### config.mk
export PLATFORM = sky130hd
export DESIGN_NAME = tfc_core
export DESIGN_NICKNAME = d
export VERILOG_FILES = /design/src/rtl/tfc_pkg.sv /design/src/rtl/tfc_core.sv /design/src/rtl/tfc_req_detect.sv
export SDC_FILE = /design/constraint.sdc
export NUM_CORES = 1
export LEC_CHECK = 0
export BUFFER_PORTS_ARGS = -buffer_cell sky130_fd_sc_hd__buf_2
export CAP_MARGIN = 5
export CORE_ASPECT_RATIO = 1.4
export CORE_MARGIN = 5
export CORE_UTILIZATION = 60
export CTS_CLUSTER_SIZE = 40
export DETAILED_ROUTE_END_ITERATION = 8
export GPL_ROUTABILITY_DRIVEN = 0
export PLACE_DENSITY_LB_ADDON = 0.08
export SYNTH_ARGS = -nofsm -noshare
export SYNTH_HDL_FRONTEND = slang
export SYNTH_SLANG_ARGS = --single-unit
### constraint.sdc
create_clock -name clk_in -period 5.38 [get_ports clk_in]
set_input_delay 0.538 -clock clk_in [delete_from_list [all_inputs] [get_ports clk_in]]
set_output_delay 0.538 -clock clk_in [all_outputs]
set_load 0.005 [all_outputs]
### src/rtl/tfc_pkg.sv
// Package of the four-channel transfer controller: register map, field
// positions, reset values, request codes and the fixed priority orders.
// Assumes a 32-bit APB slave port with byte addresses.
package tfc_pkg;

  localparam int          NCH          = 4;
  localparam int          CNT_W        = 24;

  // Register offsets (byte addresses); channel c sits at c * CH_STRIDE
  localparam logic [7:0]  CH_STRIDE    = 8'h10;
  localparam logic [3:0]  OFS_COUNT    = 4'h0;
  localparam logic [3:0]  OFS_CTRL     = 4'h4;
  localparam logic [7:0]  OFS_OPER     = 8'h40;

  // Channel control field positions
  localparam int          CTL_CE       = 0;
  localparam int          CTL_TE       = 1;
  localparam int          CTL_IE       = 2;
  localparam int          CTL_DS       = 3;
  localparam int          CTL_BURST    = 4;
  localparam int          CTL_TS_LO    = 5;
  localparam int          CTL_RS_LO    = 8;

  // Operation register field positions
  localparam int          OP_ME        = 0;
  localparam int          OP_NMI_FLAG      = 1;
  localparam int          OP_AEF       = 2;
  localparam int          OP_PR_LO     = 8;

  // Reset values
  localparam logic [31:0] CTRL_RST     = 32'h0000_0000;
  localparam logic [31:0] OPER_RST     = 32'h0000_0000;
  localparam logic [CNT_W-1:0] COUNT_RST = 24'h00_0000;

  // Request source codes
  localparam logic [3:0]  RS_EXT_DUAL  = 4'h0;
  localparam logic [3:0]  RS_EXT_M2D   = 4'h2;
  localparam logic [3:0]  RS_EXT_D2M   = 4'h3;
  localparam logic [3:0]  RS_AUTO      = 4'h4;
  localparam logic [1:0]  RS_PERIPH_HI = 2'h3;
  localparam logic [1:0]  SRC_TX       = 2'h0;
  localparam logic [1:0]  SRC_RX       = 2'h1;
  localparam logic [1:0]  SRC_ADC      = 2'h2;
  localparam logic [1:0]  SRC_CMT      = 2'h3;

  // Priority modes; each fixed order packs channel of position p at [2p+1:2p]
  localparam logic [1:0]  PR_RR        = 2'h3;
  localparam logic [7:0]  ORDER_0      = 8'hE4;
  localparam logic [7:0]  ORDER_1      = 8'h78;
  localparam logic [7:0]  ORDER_2      = 8'hD2;

  typedef enum logic [0:0] {
    TFC_IDLE = 1'b0,
    TFC_BUSY = 1'b1
  } tfc_state_t;

endpackage

### src/rtl/tfc_core.sv
// Four-channel transfer controller sequencer with an APB register file.
// Assumes a bus engine that performs each granted unit and answers with a
// one-cycle done pulse (or error pulse) while the request stands.
// Notes on behaviour
// - Channel runs only with both enables set and end, error, NMI flags clear.
// - Each served request moves one sized unit and decrements the count.
// - Auto-request channels request internally once enabled.
// - Count reaching zero ends channel; end interrupt if enabled.
// - NMI or address error suspends all channels.
// - Clearing channel or master enable suspends transfers.
// - Source codes 0000, 0010, 0011 select external request modes.
// - External request detected by low level or falling edge per select bit.
// - Each external request gives one transfer on an enabled channel.
// - Codes 1100 to 1111 select the four peripheral requests.
// - Peripheral signal used as request is not forwarded as interrupt.
// - Peripheral request withdrawn at first unit (steal) or last (burst).
// - Arbiter grants exactly one pending channel by selected order.
// - Three fixed orders selected by the priority field.
// - Round robin moves the served channel to lowest priority.
// - Round robin starts with channel 0 highest after reset.
// - Serving channel 3 restores order with channel 3 lowest.
// - Priority codes 00, 01, 10 fixed; 11 round robin.
// - Error and NMI flags cleared only by writing 0 after reading 1.
// - NMI flag sets whether operating or halted.
//
// Chosen here: the APB slave port and the address map.
`timescale 1ns/100ps
module tfc_core (
  input  wire logic                 clk_in,
  input  wire logic                 rst_n_in,
  input  wire logic                 psel_in,
  input  wire logic                 penable_in,
  input  wire logic                 pwrite_in,
  input  wire logic [7:0]           paddr_in,
  input  wire logic [31:0]          pwdata_in,
  output logic      [31:0]          prdata_out,
  output logic                      pready_out,
  output logic                      pslverr_out,
  input  wire logic [tfc_pkg::NCH-1:0] external_request_n_in,
  input  wire logic                 nmi_in,
  input  wire logic                 serial_tx_empty_req_in,
  input  wire logic                 serial_rx_full_req_in,
  input  wire logic                 conversion_end_req_in,
  input  wire logic                 compare_match_req_in,
  output logic      [3:0]           periph_irq_out,
  output logic      [3:0]           periph_withdraw_out,
  output logic                      xfer_req_out,
  output logic      [1:0]           xfer_ch_out,
  output logic      [1:0]           xfer_size_out,
  input  wire logic                 xfer_done_in,
  input  wire logic                 xfer_addr_err_in,
  output logic      [tfc_pkg::NCH-1:0] request_acknowledge_out,
  output logic      [tfc_pkg::NCH-1:0] transfer_end_interrupt_out
);
  import tfc_pkg::*;

  logic [CNT_W-1:0] cnt_r [NCH];
  logic [NCH-1:0]   ce_r, te_r, ie_r, ds_r, burst_r;
  logic [1:0]       ts_r [NCH];
  logic [3:0]       rs_r [NCH];
  logic             me_r, nmi_flag_r, aef_r, nmi_flag_seen_r, aef_seen_r;
  logic [1:0]       pr_r;
  logic [1:0]       top_r;
  logic             lock_v_r;
  logic [1:0]       lock_ch_r;
  tfc_state_t       state_r;
  logic [1:0]       gnt_r;
  logic [3:0]       withdraw_r;
  logic [31:0]      rdata_r;
  logic             nmi_s1_r, nmi_s2_r, nmi_prev_r;

  logic [NCH-1:0]   ext_req, src_req, ready, served, is_ext, is_single;
  logic [3:0]       periph_in, periph_used;
  logic             enabled_all;
  logic             start, done;
  logic [2:0]       pick_res;
  logic [1:0]       gnt_nxt;
  logic             wr_acc, rd_setup;
  logic [1:0]       a_ch;
  logic             hit_cnt, hit_ctl, hit_op, hit_any;
  logic [31:0]      rd_mux;
  logic [CNT_W-1:0] cnt_g;

  // Pick first requesting channel by position; bit 2 says one was found
  function automatic logic [2:0] pick(input logic [1:0] pr, input logic [1:0] top,
                                      input logic [NCH-1:0] req);
    logic [7:0] ord;
    logic [1:0] ch;
    logic [2:0] res;
    ord = (pr == 2'h0) ? ORDER_0 : (pr == 2'h1) ? ORDER_1 : ORDER_2;
    res = 3'h0;
    for (int p = NCH - 1; p >= 0; p--) begin
      ch = (pr == PR_RR) ? 2'(top + 2'(p)) : ord[2*p +: 2];
      if (req[ch]) begin
        res = {1'b1, ch};
      end
    end
    return res;
  endfunction

  assign periph_in = {compare_match_req_in, conversion_end_req_in,
                      serial_rx_full_req_in, serial_tx_empty_req_in};

  // NMI pin crosses two flops before its edge is looked at
  always_ff @(posedge clk_in) begin
    if (!rst_n_in) begin
      nmi_s1_r   <= 1'b0;
      nmi_s2_r   <= 1'b0;
      nmi_prev_r <= 1'b0;
    end else begin
      nmi_s1_r   <= nmi_in;
      nmi_s2_r   <= nmi_s1_r;
      nmi_prev_r <= nmi_s2_r;
    end
  end

  assign done        = (state_r == TFC_BUSY) & xfer_done_in;
  // Error and NMI flags gate every channel
  assign enabled_all = me_r & ~nmi_flag_r & ~aef_r;

  genvar c;
  generate
    for (c = 0; c < NCH; c++) begin : g_ch
      assign served[c]    = done & (gnt_r == 2'(c));
      assign is_ext[c]    = (rs_r[c] == RS_EXT_DUAL) | (rs_r[c] == RS_EXT_M2D) |
                            (rs_r[c] == RS_EXT_D2M);
      assign is_single[c] = (rs_r[c] == RS_EXT_M2D) | (rs_r[c] == RS_EXT_D2M);
      tfc_req_detect u_det (
        .clk_in       (clk_in),
        .rst_n_in     (rst_n_in),
        .req_n_in     (external_request_n_in[c]),
        .edge_mode_in (ds_r[c]),
        .served_in    (served[c]),
        .req_out      (ext_req[c])
      );
      assign src_req[c] = (rs_r[c] == RS_AUTO) | (is_ext[c] & ext_req[c]) |
                          ((rs_r[c][3:2] == RS_PERIPH_HI) & periph_in[rs_r[c][1:0]]);
      assign ready[c]   = enabled_all & ce_r[c] & ~te_r[c] & (cnt_r[c] != COUNT_RST) &
                          src_req[c];
      assign transfer_end_interrupt_out[c] = te_r[c] & ie_r[c];
      assign request_acknowledge_out[c]    = (state_r == TFC_BUSY) & (gnt_r == 2'(c)) &
                                             is_single[c];
    end
    for (c = 0; c < 4; c++) begin : g_src
      assign periph_used[c] = ((ce_r[0] & (rs_r[0] == {RS_PERIPH_HI, 2'(c)})) |
                               (ce_r[1] & (rs_r[1] == {RS_PERIPH_HI, 2'(c)})) |
                               (ce_r[2] & (rs_r[2] == {RS_PERIPH_HI, 2'(c)})) |
                               (ce_r[3] & (rs_r[3] == {RS_PERIPH_HI, 2'(c)})));
    end
  endgenerate

  // A signal taken as a request is kept from the processor
  assign periph_irq_out = periph_in & ~periph_used;

  // One grant by the selected order; burst holds its channel
  assign pick_res = pick(pr_r, top_r, ready);
  assign gnt_nxt  = (lock_v_r && ready[lock_ch_r]) ? lock_ch_r : pick_res[1:0];
  assign start    = (state_r == TFC_IDLE) & (|ready);
  assign cnt_g    = cnt_r[gnt_r];

  always_ff @(posedge clk_in) begin
    if (!rst_n_in) begin
      state_r <= TFC_IDLE;
      gnt_r   <= 2'h0;
    end else begin
      case (state_r)
        TFC_IDLE: begin
          if (start) begin
            state_r <= TFC_BUSY;
            gnt_r   <= gnt_nxt;
          end
        end
        TFC_BUSY: begin
          if (xfer_done_in || xfer_addr_err_in) begin
            state_r <= TFC_IDLE;
          end
        end
        default: state_r <= TFC_IDLE;
      endcase
    end
  end

  assign xfer_req_out  = (state_r == TFC_BUSY);
  assign xfer_ch_out   = gnt_r;
  // Unit size from the size field
  assign xfer_size_out = ts_r[gnt_r];

  // Served channel drops to the bottom, cyclic order kept
  always_ff @(posedge clk_in) begin
    if (!rst_n_in) begin
      top_r     <= 2'h0;
      lock_v_r  <= 1'b0;
      lock_ch_r <= 2'h0;
    end else if (done) begin
      top_r     <= 2'(gnt_r + 2'h1);
      lock_v_r  <= burst_r[gnt_r] & (cnt_g != 24'h00_0001);
      lock_ch_r <= gnt_r;
    end
  end

  // Withdraw at first unit in cycle steal, at last in burst
  always_ff @(posedge clk_in) begin
    if (!rst_n_in) begin
      withdraw_r <= 4'h0;
    end else begin
      withdraw_r <= 4'h0;
      if (done && rs_r[gnt_r][3:2] == RS_PERIPH_HI &&
          (!burst_r[gnt_r] || cnt_g == 24'h00_0001)) begin
        withdraw_r[rs_r[gnt_r][1:0]] <= 1'b1;
      end
    end
  end
  assign periph_withdraw_out = withdraw_r;

  // APB decode; zero wait states, unmapped offsets answer with an error
  assign a_ch        = paddr_in[5:4];
  assign hit_cnt     = (paddr_in[7:6] == 2'h0) & (paddr_in[3:0] == OFS_COUNT);
  assign hit_ctl     = (paddr_in[7:6] == 2'h0) & (paddr_in[3:0] == OFS_CTRL);
  assign hit_op      = (paddr_in == OFS_OPER);
  assign hit_any     = hit_cnt | hit_ctl | hit_op;
  assign wr_acc      = psel_in & penable_in & pwrite_in & hit_any;
  assign rd_setup    = psel_in & ~penable_in & ~pwrite_in;
  assign pready_out  = 1'b1;
  assign pslverr_out = psel_in & penable_in & ~hit_any;
  assign rd_mux      = hit_cnt ? {8'h00, cnt_r[a_ch]} :
                       hit_ctl ? {20'h0_0000, rs_r[a_ch], 1'b0, ts_r[a_ch], burst_r[a_ch],
                                  ds_r[a_ch], ie_r[a_ch], te_r[a_ch], ce_r[a_ch]} :
                       hit_op  ? {22'h00_0000, pr_r, 5'h00, aef_r, nmi_flag_r, me_r} :
                       32'h0000_0000;

  always_ff @(posedge clk_in) begin
    if (!rst_n_in) begin
      rdata_r <= 32'h0000_0000;
    end else if (rd_setup) begin
      rdata_r <= rd_mux;
    end
  end
  assign prdata_out = rdata_r;

  // Channel registers; hardware updates override a same-cycle write
  always_ff @(posedge clk_in) begin
    if (!rst_n_in) begin
      for (int i = 0; i < NCH; i++) begin
        cnt_r[i] <= COUNT_RST;
        ts_r[i]  <= CTRL_RST[CTL_TS_LO +: 2];
        rs_r[i]  <= CTRL_RST[CTL_RS_LO +: 4];
      end
      ce_r    <= '0;
      te_r    <= '0;
      ie_r    <= '0;
      ds_r    <= '0;
      burst_r <= '0;
    end else begin
      if (wr_acc && hit_cnt) begin
        cnt_r[a_ch] <= pwdata_in[CNT_W-1:0];
      end
      if (wr_acc && hit_ctl) begin
        ce_r[a_ch]    <= pwdata_in[CTL_CE];
        ie_r[a_ch]    <= pwdata_in[CTL_IE];
        ds_r[a_ch]    <= pwdata_in[CTL_DS];
        burst_r[a_ch] <= pwdata_in[CTL_BURST];
        ts_r[a_ch]    <= pwdata_in[CTL_TS_LO +: 2];
        rs_r[a_ch]    <= pwdata_in[CTL_RS_LO +: 4];
        if (!pwdata_in[CTL_TE]) begin
          te_r[a_ch] <= 1'b0;
        end
      end
      // Count down; end flag at zero wins over a clear
      if (done) begin
        cnt_r[gnt_r] <= CNT_W'(cnt_g - 24'h00_0001);
        if (cnt_g == 24'h00_0001) begin
          te_r[gnt_r] <= 1'b1;
        end
      end
    end
  end

  // Flags set by events only, cleared by 0 after 1 was read
  always_ff @(posedge clk_in) begin
    if (!rst_n_in) begin
      me_r        <= OPER_RST[OP_ME];
      pr_r        <= OPER_RST[OP_PR_LO +: 2];
      nmi_flag_r      <= OPER_RST[OP_NMI_FLAG];
      aef_r       <= OPER_RST[OP_AEF];
      nmi_flag_seen_r <= 1'b0;
      aef_seen_r  <= 1'b0;
    end else begin
      if (rd_setup && hit_op) begin
        nmi_flag_seen_r <= nmi_flag_r;
        aef_seen_r  <= aef_r;
      end
      if (wr_acc && hit_op) begin
        me_r <= pwdata_in[OP_ME];
        pr_r <= pwdata_in[OP_PR_LO +: 2];
        if (!pwdata_in[OP_NMI_FLAG] && nmi_flag_seen_r) begin
          nmi_flag_r      <= 1'b0;
          nmi_flag_seen_r <= 1'b0;
        end
        if (!pwdata_in[OP_AEF] && aef_seen_r) begin
          aef_r      <= 1'b0;
          aef_seen_r <= 1'b0;
        end
      end
      if (nmi_s2_r && !nmi_prev_r) begin
        nmi_flag_r <= 1'b1;
      end
      if (state_r == TFC_BUSY && xfer_addr_err_in) begin
        aef_r <= 1'b1;
      end
    end
  end
endmodule

### src/rtl/tfc_req_detect.sv
// External request detector of one channel: synchroniser, low-level or
// falling-edge detection, and a pending flag held until the unit is served.
// Assumes the request pin is asynchronous to clk_in.
`timescale 1ns/100ps
module tfc_req_detect (
  input  wire logic clk_in,
  input  wire logic rst_n_in,
  input  wire logic req_n_in,
  input  wire logic edge_mode_in,
  input  wire logic served_in,
  output logic      req_out
);
  logic sync1_r;
  logic sync2_r;
  logic prev_r;
  logic pend_r;
  logic fall;

  always_ff @(posedge clk_in) begin
    if (!rst_n_in) begin
      sync1_r <= 1'b1;
      sync2_r <= 1'b1;
      prev_r  <= 1'b1;
    end else begin
      sync1_r <= req_n_in;
      sync2_r <= sync1_r;
      prev_r  <= sync2_r;
    end
  end

  assign fall = prev_r & ~sync2_r;

  // Edge held pending; a new edge beats the serve clear
  always_ff @(posedge clk_in) begin
    if (!rst_n_in || !edge_mode_in) begin
      pend_r <= 1'b0;
    end else if (fall) begin
      pend_r <= 1'b1;
    end else if (served_in) begin
      pend_r <= 1'b0;
    end
  end

  assign req_out = edge_mode_in ? pend_r : ~sync2_r;

endmodule

==> results.toml <==
[outcome]
outcome = "finished clean"

[synth]
netlist_instances = 1132
yosysWarningCount = 0
synth_area_leader_cell = "edfxtp_1"
synthTopCellsByArea = "edfxtp_1 (31%), dfxtp_1 (15%), mux4_2 (13%)"
yosys_most_used_dff = "edfxtp_1"
synth_area_per_cell_um2 = 10.2
yosysSeqAreaShare = 0.459
async_flop_share = 0
synth_edf_count = 120
synth_cell_types = 79
ys_ff_latch = 204
synth_top_area_frac = 0.313
syn_area_um2 = 11500

[timing]
setup_violations = 0
hold_violations = 0
maxSlewViolCount = 0
rsz0062_at_grt = "false"
fmax_ghz = 0.272
min_period_ns = 3.67
worst_pin_slew_ns = 1.11
timing.final.ws_setup_ns = 1.71
min_period_over_period = 0.682
fin_skew_ns = 0.0103
final.setup.tns_ns = 0
maxSlewHeadroom = 0.251

[drt]
routed_wl_mm = 34.7
ant_nets = 0
wl_per_cell_um = 23.9
post_drt_via_cell_ratio = 6.60
via_count = 9586
drt_iter0_markers = 925
drt_pass1_iterations = 5
drc = 0

[global_routing]
grt.total_usage = 0.312
grt_pass1_vias = 9525
grt_pass1_wl_mm = 53.8
grt_max_degree = 69
antenna_found_initial = 0
grt_overflow = 0

[cells_and_area]
syn2layout_area_growth_pct = 10.5
drive_gt1_frac = 0.191
multi_input_area_um2 = 5800
fillers = 1603
regArea_um2 = 5290
layout.nets = 1252
diodes = 0
fin_util = 0.667

[floorplan]
die_area_um2 = 22100
die_y_um = 174
start_util = 0.604
ioPinCount = 111
die_width_um = 127
num_rows = 60
core_um2 = 19100

[clock_tree]
cts-htree-levels = 1
clockBufferDepth = 3
path_clk_slew_ns = 0.06
cts_inserted_buffers = 21
postCtsResizedCells = 0
cts_tree = "yes"
cts_sinks = 204
cts_hold_buf = 0
insertion_delay_ns = 0.50
clk_root_buffer_cell = "clkbuf_16"
post_cts_buffers = 0

[placed_design]
dp_hpwl_mm = 24.6
dp_slack_ns = 1.83
portBuffers = 93

[power_and_ir_drop]
p_per_area_nw_per_um2 = 267
p_leak_nw = 4.53
ir_drop_v = 0.000257

[critical_path]
crit_fanout = 17
arrival_ns = 4.08
startpoint_type = "flip-flop"
critical_path_class = "flip-flop to flip-flop"
critPathCaptureType = "flip-flop"
critical_path_required_ns = 5.79

[job]
maxCapViolCount = 0

[worst_hold_path]
holdCritPathClass = "primary input to flip-flop"
## power breakdown
group	total (mW)	switching, mW	internal (mW)
logic	0.261	0.159	0.103
clock network	1.38	0.596	0.783
registers	1.75	0.0512	1.70
total	3.39	0.806	2.59
## sequential cells by signal, indices dropped and copies added, names as in the netlist, 8 cells and up, named ones only
register,cells
ts_r,8
prdata_out,24
rs_r,16
cnt_r,96
## stage by stage
step                cells  hold slack, ns  power [mW]  instance area, um^2
finish               1452           0.219        3.39                12700
global route         1452           0.218        3.48                12700
CTS                  1452           0.208        3.39                12700
detailed placement   1415           0.395        2.04                12100
global placement     1415           0.392        2.04                12100
floorplan            1139           0.386        1.93                11500
## worst paths after layout
kind / startpoint / endpoint / slack (ns) / cells after the start
max: flip-flop / periph_withdraw_out[1] / 1.71 / 9
min: external_request_n_in[2] / g_ch[2].u_det.sync1_r / 0.22 / 2
max reg2reg: flip-flop / periph_withdraw_out[1] / 1.71 / 9
min reg2reg: g_ch[3].u_det.sync1_r / g_ch[3].u_det.sync2_r / 0.41 / 1
## logic make-up (layout without fill, tap and decap cells)
group | count (synthesis) | count (layout) | synth area share
AOI/OAI and AO/OA | 217 | 217 | 0.114
other | 2 | 9 | 0.000652
xor gates and xnor gates | 23 | 23 | 0.0175
and+or+nand+nor | 472 | 472 | 0.204
DFF | 204 | 204 | 0.459
buffers and inverters | 108 | 173 | 0.0415
muxes | 100 | 100 | 0.157
adders and majority gates | 6 | 6 | 0.00652
## synthesized netlist by cell type (23+ instances only)
library cell  instances
nand2_1             170
edfxtp_1            120
nor2_1               91
o21ai_0              87
dfxtp_1              84
mux4_2               64
clkbuf_1             61
a21oi_1              46
nand3_1              39
mux2i_1              28
nor4_1               28
and3_1               25
inv_1                23
nand2b_1             23
## cell usage in the layout, fill, tap and decap left out, drive strengths merged, types with 7 or more instances in the layout
master,count
nand2,171
edfxtp,120
buf,113
o21ai,99
nor2,92
dfxtp,84
mux4,64
a21oi,46
nand3,39
clkbuf,30
nor4,28
mux2i,28
and3,26
nand2b,23
inv,23
nor3,23
and2,17
xor2,12
xnor2,11
nand4,11
nor2b,10
o22a,10
conb,9
a211oi,8
mux2,8
a22o,7
nor3b,7
## final cells by class
class	count	share of cell area
sequential	204	0.415
inverter	23	0.00678
tap	248	0.0244
clock inverter	7	0.00462
timing repair buffer	113	0.0484
clock buffer	30	0.0447
multi-input combinational	827	0.456
## worst max-delay path: stages, from the launching register on
cell and delay [ns]:
dfxtp_1 1.05, buf_4 0.35, mux4_2 0.41, nor2_1 0.23, nor4b_2 0.36, and2b_1 0.22
and2b_1 0.17, nand4_2 0.27, a31o_2 0.33, nor3_1 0.16
## layer usage
layer	GRT usage	routed length (um)
met1	0.370	12100
met5	0	0
met2	0.552	17600
met3	0.0421	2810
met4	0.157	2090
(Power assumes the default switching activity.)
